### src/rtl/sram_host_regs.svh
// timing constants and pin layout for the 64K x 32 static RAM host controller
`ifndef SRAM_HOST_REGS_SVH
`define SRAM_HOST_REGS_SVH
`define SRAM_ADDR_W 16
`define SRAM_DATA_W 32
`define SRAM_LANES 4
`define SRAM_HALVES 2
`define SRAM_CLK_NS 50
`define SRAM_T_RC_NS 55
`define SRAM_T_PWE_NS 40
`define SRAM_T_SA_NS 2
`define SRAM_T_HA_NS 2
`define SRAM_RD_CYC ((`SRAM_T_RC_NS + `SRAM_CLK_NS - 1) / `SRAM_CLK_NS)
`define SRAM_WR_CYC ((`SRAM_T_PWE_NS + `SRAM_CLK_NS - 1) / `SRAM_CLK_NS)
`define SRAM_SU_CYC ((`SRAM_T_SA_NS + `SRAM_CLK_NS - 1) / `SRAM_CLK_NS)
`define SRAM_HD_CYC ((`SRAM_T_HA_NS + `SRAM_CLK_NS - 1) / `SRAM_CLK_NS)
`endif

### src/rtl/sram_host_pkg.sv
// types shared by the static RAM host controller
package sram_host_pkg;
   typedef enum logic [2:0]
   {
      ST_IDLE  = 3'b000,
      ST_SETUP = 3'b001,
      ST_PULSE = 3'b010,
      ST_HOLD  = 3'b011,
      ST_DONE  = 3'b100
   } phase_e;
   typedef logic [3:0] lane_t;
endpackage : sram_host_pkg

### src/rtl/sram_cycle_timer.sv
// down counter that times each phase of a memory cycle
`timescale 1ns/1ps
`default_nettype none
module sram_cycle_timer #(
   parameter int W = 4
) (
   // clock and reset
   input wire logic i_clk_sys,
   input wire logic i_resetn,
   // load and status
   input wire logic i_load,
   input wire logic [W-1:0] i_count,
   output logic o_expired
);
   logic [W-1:0] cnt_ff; // remaining cycles
   logic [W-1:0] nxt_cnt;

   // reload wins over counting so a new phase always gets its full width
   always_comb
   begin
      nxt_cnt = cnt_ff;
      if (i_load)
      begin
         nxt_cnt = i_count;
      end
      else if (cnt_ff != '0)
      begin
         nxt_cnt = cnt_ff - W'(1);
      end
   end

   // counter register
   always_ff @(posedge i_clk_sys or negedge i_resetn)
   begin
      if (!i_resetn)
      begin
         cnt_ff <= '0;
      end
      else
      begin
         cnt_ff <= nxt_cnt;
      end
   end

   // status depends on the count alone; gating it with the load would close a loop
   // through the sequencer, which loads when it sees the expiry in setup and pulse
   assign o_expired = (cnt_ff == '0);
endmodule : sram_cycle_timer
`default_nettype wire

### src/rtl/sram_host_ctrl.sv
// host controller driving a 64K x 32 static RAM module with byte selects
// Behaviour
// - write starts both low, ends either rising
// - data held across the terminating rising edge
// - write enables stay high throughout a read
// - address valid before select falls
`timescale 1ns/1ps
`default_nettype none
`include "sram_host_regs.svh"
module sram_host_ctrl #(
   parameter int RD_CYC = `SRAM_RD_CYC,
   parameter int WR_CYC = `SRAM_WR_CYC
) (
   // clock and reset
   input wire logic i_clk_sys,
   input wire logic i_resetn,
   // user request side
   input wire logic i_req,
   input wire logic i_wr,
   input wire logic [`SRAM_ADDR_W-1:0] i_addr,
   input wire logic [`SRAM_DATA_W-1:0] i_wdata,
   input wire sram_host_pkg::lane_t i_lanes,
   output logic o_ready,
   output logic o_rvalid,
   output logic [`SRAM_DATA_W-1:0] o_rdata,
   // memory pins
   output logic [`SRAM_ADDR_W-1:0] o_mem_addr,
   output logic [`SRAM_LANES-1:0] o_mem_cs_n,
   output logic [`SRAM_HALVES-1:0] o_mem_we_n,
   output logic [`SRAM_DATA_W-1:0] o_mem_dq,
   output logic [`SRAM_DATA_W-1:0] o_mem_dq_oe,
   input wire logic [`SRAM_DATA_W-1:0] i_mem_dq
);
   import sram_host_pkg::*;

   localparam int TW = 4;

   // a write enable half is pulsed if either of its lanes is selected
   function automatic logic [`SRAM_HALVES-1:0] halves_of(input lane_t ln);
      halves_of = {ln[3] | ln[2], ln[1] | ln[0]};
   endfunction : halves_of

   phase_e st_ff, nxt_st; // cycle phase
   logic wr_ff, nxt_wr; // current cycle is a write
   logic [`SRAM_ADDR_W-1:0] addr_ff, nxt_addr; // latched address
   logic [`SRAM_DATA_W-1:0] wdat_ff, nxt_wdat; // latched write data
   lane_t lanes_ff, nxt_lanes; // latched lane selects
   logic [`SRAM_LANES-1:0] cs_n_ff, nxt_cs_n; // select pins
   logic [`SRAM_HALVES-1:0] we_n_ff, nxt_we_n; // write enable pins
   logic [`SRAM_DATA_W-1:0] oe_ff, nxt_oe; // data drive enables
   logic ready_ff, nxt_ready;
   logic rvalid_ff, nxt_rvalid;
   logic [`SRAM_DATA_W-1:0] rdata_ff, nxt_rdata;
   logic [`SRAM_DATA_W-1:0] dq_s1_ff, dq_s2_ff; // read data synchroniser
   logic tmr_load; // restart phase timer
   logic [TW-1:0] tmr_count;
   logic tmr_done;

   // phase timer shared by setup, pulse and hold
   sram_cycle_timer #(.W(TW)) u_timer (
      .i_clk_sys(i_clk_sys),
      .i_resetn(i_resetn),
      .i_load(tmr_load),
      .i_count(tmr_count),
      .o_expired(tmr_done)
   );

   // cycle sequencer; selects and enables only change at phase edges
   always_comb
   begin
      nxt_st = st_ff;
      nxt_wr = wr_ff;
      nxt_addr = addr_ff;
      nxt_wdat = wdat_ff;
      nxt_lanes = lanes_ff;
      nxt_cs_n = cs_n_ff;
      nxt_we_n = we_n_ff;
      nxt_oe = oe_ff;
      nxt_ready = 1'b0;
      nxt_rvalid = 1'b0;
      nxt_rdata = rdata_ff;
      tmr_load = 1'b0;
      tmr_count = '0;
      unique case (st_ff)
         ST_IDLE:
         begin
            // everything deselected, bus released
            nxt_cs_n = '1;
            nxt_we_n = '1;
            nxt_oe = '0;
            nxt_ready = 1'b1;
            if (i_req && ready_ff && (i_lanes != '0))
            begin
               // address goes out first, selects follow next phase
               nxt_addr = i_addr;
               nxt_wdat = i_wdata;
               nxt_wr = i_wr;
               nxt_lanes = i_lanes;
               nxt_ready = 1'b0;
               nxt_st = ST_SETUP;
               tmr_load = 1'b1;
               tmr_count = TW'(`SRAM_SU_CYC - 1);
            end
         end
         ST_SETUP:
         begin
            if (tmr_done)
            begin
               // one select per chosen lane
               nxt_cs_n = ~lanes_ff;
               if (wr_ff)
               begin
                  // both low opens the write interval
                  nxt_we_n = ~halves_of(lanes_ff);
                  for (int b = 0; b < `SRAM_LANES; b++)
                  begin
                     nxt_oe[b*8 +: 8] = {8{lanes_ff[b]}};
                  end
                  tmr_count = TW'(WR_CYC - 1);
               end
               else
               begin
                  // enables high for the whole read, module drives
                  nxt_we_n = '1;
                  nxt_oe = '0;
                  // two extra cycles so the sampled word has cleared both sync flops
                  tmr_count = TW'(RD_CYC + 1);
               end
               tmr_load = 1'b1;
               nxt_st = ST_PULSE;
            end
         end
         ST_PULSE:
         begin
            if (tmr_done)
            begin
               // enable rises first; on a write select and data stay one more cycle, on a read the selects rise here too
               nxt_we_n = '1;
               if (!wr_ff)
               begin
                  nxt_cs_n = '1;
                  for (int b = 0; b < `SRAM_LANES; b++)
                  begin
                     if (lanes_ff[b])
                     begin
                        nxt_rdata[b*8 +: 8] = dq_s2_ff[b*8 +: 8];
                     end
                  end
               end
               tmr_load = 1'b1;
               tmr_count = TW'(`SRAM_HD_CYC - 1);
               nxt_st = ST_HOLD;
            end
         end
         ST_HOLD:
         begin
            if (tmr_done)
            begin
               // data released only after the terminating edge
               nxt_cs_n = '1;
               nxt_oe = '0;
               nxt_rvalid = !wr_ff;
               nxt_st = ST_DONE;
            end
         end
         ST_DONE:
         begin
            nxt_st = ST_IDLE;
         end
         default:
         begin
            nxt_st = ST_IDLE;
         end
      endcase
   end

   // pin and status registers
   always_ff @(posedge i_clk_sys or negedge i_resetn)
   begin
      if (!i_resetn)
      begin
         st_ff <= ST_IDLE;
         wr_ff <= 1'b0;
         addr_ff <= '0;
         wdat_ff <= '0;
         lanes_ff <= '0;
         cs_n_ff <= '1;
         we_n_ff <= '1;
         oe_ff <= '0;
         ready_ff <= 1'b0;
         rvalid_ff <= 1'b0;
         rdata_ff <= '0;
      end
      else
      begin
         st_ff <= nxt_st;
         wr_ff <= nxt_wr;
         addr_ff <= nxt_addr;
         wdat_ff <= nxt_wdat;
         lanes_ff <= nxt_lanes;
         cs_n_ff <= nxt_cs_n;
         we_n_ff <= nxt_we_n;
         oe_ff <= nxt_oe;
         ready_ff <= nxt_ready;
         rvalid_ff <= nxt_rvalid;
         rdata_ff <= nxt_rdata;
      end
   end

   // read data arrives from pins, so two flops before use
   always_ff @(posedge i_clk_sys or negedge i_resetn)
   begin
      if (!i_resetn)
      begin
         dq_s1_ff <= '0;
         dq_s2_ff <= '0;
      end
      else
      begin
         dq_s1_ff <= i_mem_dq;
         dq_s2_ff <= dq_s1_ff;
      end
   end

   assign o_ready = ready_ff;
   assign o_rvalid = rvalid_ff;
   assign o_rdata = rdata_ff;
   assign o_mem_addr = addr_ff;
   assign o_mem_cs_n = cs_n_ff;
   assign o_mem_we_n = we_n_ff;
   assign o_mem_dq = wdat_ff;
   assign o_mem_dq_oe = oe_ff;
endmodule : sram_host_ctrl
`default_nettype wire

### config.mk
export PLATFORM = sky130hd
export DESIGN_NAME = sram_host_ctrl
export DESIGN_NICKNAME = d
export VERILOG_FILES = /design/src/rtl/sram_host_pkg.sv /design/src/rtl/sram_cycle_timer.sv /design/src/rtl/sram_host_ctrl.sv
export VERILOG_INCLUDE_DIRS = /design/src /design/src/rtl
export SDC_FILE = /design/constraint.sdc
export NUM_CORES = 1
export LEC_CHECK = 0
export BUFFER_PORTS_ARGS = -buffer_cell sky130_fd_sc_hd__buf_2
export CAP_MARGIN = 0
export CORE_AREA = 2 2 113 115
export CTS_CLUSTER_DIAMETER = 120
export CTS_CLUSTER_SIZE = 10
export DETAILED_ROUTE_END_ITERATION = 12
export DIE_AREA = 0 0 115 117
export PLACE_DENSITY = 0.78
export RECOVER_POWER = 25
export SYNTH_ARGS = -nofsm -noshare
export SYNTH_HDL_FRONTEND = slang
export SYNTH_SLANG_ARGS = --single-unit
### constraint.sdc
create_clock -name i_clk_sys -period 2.2 [get_ports i_clk_sys]
set_input_delay 0.44 -clock i_clk_sys [delete_from_list [all_inputs] [get_ports i_clk_sys]]
set_output_delay 0.44 -clock i_clk_sys [all_outputs]
set_load 0.01 [all_outputs]
==> impl_metrics.ini <==
[grt]
grt_use_met3 = 0.0582
grt_usage = 0.179
antenna_found_initial = 0
grt_pass1_wl_um = 17900
grt_pass1_vias = 3645
top_usage_layer = met2
use_met2 = 0.302
grt_max_degree = 56
grt_overflow_total = 0
grtUsageMet1 = 0.207

[yosys]
synth_top_area_share = 0.689
yosysTopAreaCell = dfrtp_1
syn_inst = 364
yosysSeqAreaShare = 0.716
ys_types = 31
ys_warn_count = 0
ys_top_cells_by_area = dfrtp_1 69%, mux2_2 16%, buf_4 3.6%, dfstp_2 2.7%, o21ai_0 0.77%
syn_nets = 454
syn_area_sq_mm = 0.00589
avgSynthCellArea_sq_um = 16.2
synth-seq-cells = 168

[sta]
max_slew_margin = 0.351
skew_ps = 6.89
rsz0062_at_grt = false
setup_viol = 0
tightest_slew_ps = 973
fin_crit_sh = 0.951
final_max_slew_viol_count = 0
timing.hold.ws_ps = 124
min_period_ps = 2090
final_hold_viol_count = 0
tns_ps = 0
fmax_mhz = 478

[setup_path]
cp_slowest_stage_delay_ps = 400
worst-path-buf-inv = 2
path_cells = inv_2, ha_2, or3b_4, nor4b_4, buf_6, nand2_4, mux2_2
startpoint_type = register
worstSetupPathType = reg2reg
cp_top_family = simple AND/OR/NAND/NOR gates
path_max_fanout = 8
cp.arrival_ps = 2400
critPathSlowestCell = or3b_4
end_kind = register
reg2reg_from = u_timer.cnt_ff[0]
reg2reg_depth = 7
cp.required_ps = 2500
r2r_end = o_rdata[5]
crit_start = u_timer.cnt_ff[0]
rrSetupSlack_ps = 110

[detailed_routing]
routed-via-count = 3587
drc = 0
drt_wl_total_um = 11500
vias_per_cell = 4.89
first_iter_violations = 122
wl_per_cell_um = 15.7
firstDrtPassIters = 5
route.antenna.remaining_nets = 0

[placed_design]
io_buffer_count = 207
placed_area_sq_mm = 0.00701
dp_hpwl_um = 8090
place_inst = 699
place_congestion = 0.845

[floorplan]
core_sq_mm = 0.0123
die_h_um = 117
start_util = 0.478
ioPinCount = 208
rows = 41
fp.dieW_um = 115
dieArea_sq_mm = 0.0135

[power_and_ir_drop]
leakage_uw = 0.00390
vdd_drop_max_mv = 0.747
p_per_area_mw_per_mm2 = 1440
finalPower_uw = 11000

[layout]
antennaDiodeCount = 0
final_area_sq_mm = 0.00764
drive_gt1_frac = 0.602
syn_to_final_growth_pct = 29.8
instances_no_fill = 733
nets = 660

[clocking]
clk_path_buf_depth = 2
clock_tree.root_cell = clkbuf_16
cts_tree = done
path_clk_slew_ps = 60
h-tree-depth = 4
clock_sinks = 168
clock_latency_ps = 420
numCtsBuffers = 17

[hold_path]
hold_path.class = in2reg
hp-start = i_mem_dq[12]
min_path_cells = 1
worstHoldEndpoint = dq_s1_ff[12]

[status]
status = completed

[run]
maxCapViolations = 0
==> cell usage in the layout, fill, tap and decap left out, types with 2 or more instances in the layout <==
cell type and instances:
buf_2 205, dfrtp_1 162, mux2_2 83, clkbuf_16 17
nor2_1 12, nand2_1 11, buf_4 10, o21ai_0 9
nor3_1 7, dfstp_2 6, mux2_1 4, a31oi_1 4
nand2_4 4, clkinvlp_4 4, a21oi_1 3, xnor2_1 3
inv_8 3, inv_6 3, buf_12 3, nor2b_1 2
nor3b_1 2, o21bai_1 2, bufinv_16 2, clkbuf_1 2
==> repair_timing <==
action,in CTS,in global routing
hold endpoints to repair,37,0
pin swaps,1,0
setup buffers,1,0
endpoints found under the setup margin,32,32
hold buffers,1,0
resized for setup,1,7
==> where the power goes <==
group	switching, uW	leakage [uW]	internal [uW]
registers	601	0.00205	4070
logic	1700	0.00156	1710
clock network	1250	0.000279	1700
==> layer usage <==
metal | vias to the layer above | share of wire | wire length (um)
li1 | 1634 | - | -
met1 | 1797 | 0.39 | 4430
met2 | 137 | 0.53 | 6070
met3 | 19 | 0.064 | 729
met4 | 0 | 0.021 | 243
met5 | - | 0 | 0
==> logic make-up (layout without fill, tap and decap cells) <==
family | after synthesis | after routing | synth area share
DFF | 168 | 168 | 0.716
muxes | 87 | 87 | 0.166
and+or+nand+nor | 47 | 47 | 0.0459
buffers and inverters | 37 | 256 | 0.0425
AOI/OAI and AO/OA | 20 | 20 | 0.0208
xor gates and xnor gates | 3 | 3 | 0.00447
adders and majority gates | 2 | 2 | 0.00425
==> sequential cells by signal, summed over array words and instances (netlist names) <==
| register | cells |
|---|---|
| o_mem_dq | 32 |
| st_ff | 3 |
| o_mem_we_n | 2 |
| o_ready | 1 |
| o_mem_cs_n | 4 |
| o_mem_addr | 16 |
| o_rdata | 32 |
| lanes_ff | 4 |
| wr_ff | 1 |
| o_rvalid | 1 |
| u_timer.cnt_ff | 4 |
| o_mem_dq_oe | 4 |
| dq_s1_ff | 32 |
| dq_s2_ff | 32 |
==> per-stage QoR <==
stage | setup WS (ps) | utilization
global placement | -55.2 | 0.569
global route | 17.0 | 0.621
finish | 107 | 0.621
CTS | 8.18 | 0.619
detailed placement | -100 | 0.569
floorplan | 187 | -
==> Yosys cell counts (all sizes together) <==
cell type	count
a211oi	1
a21oi	3
a221oi	1
a31oi	4
and2	1
buf	33
clkbuf	2
dfrtp	162
dfstp	6
ha	2
inv	2
mux2	87
nand2	15
nand3b	1
nor2	12
nor2b	2
nor3	7
nor3b	2
nor4	2
nor4b	1
nor4bb	1
o21ai	9
o21bai	2
or2	1
or3	1
or3b	1
xnor2	3
==> area by class of cell <==
cell class	count	area, sq um
fillers	934	4670
well taps	150	188
clock buffers	18	429
flip-flops and latches	168	4210
multi-input cells	159	1450
inverters	2	7.51
clock inverters	14	164
repair buffers	222	1190
==> how the worst max path moves through the flow <==
stage               depth (start not counted)  slack (ps)           to
global route                                7          20  o_rdata[31]
CTS                                         7           8   o_rdata[5]
global placement                            6         -60  o_rdata[26]
floorplan                                   6         190   o_rdata[0]
detailed placement                          6        -100  o_rdata[10]
finish                                      7         110   o_rdata[5]
(Power assumes the default switching activity.)
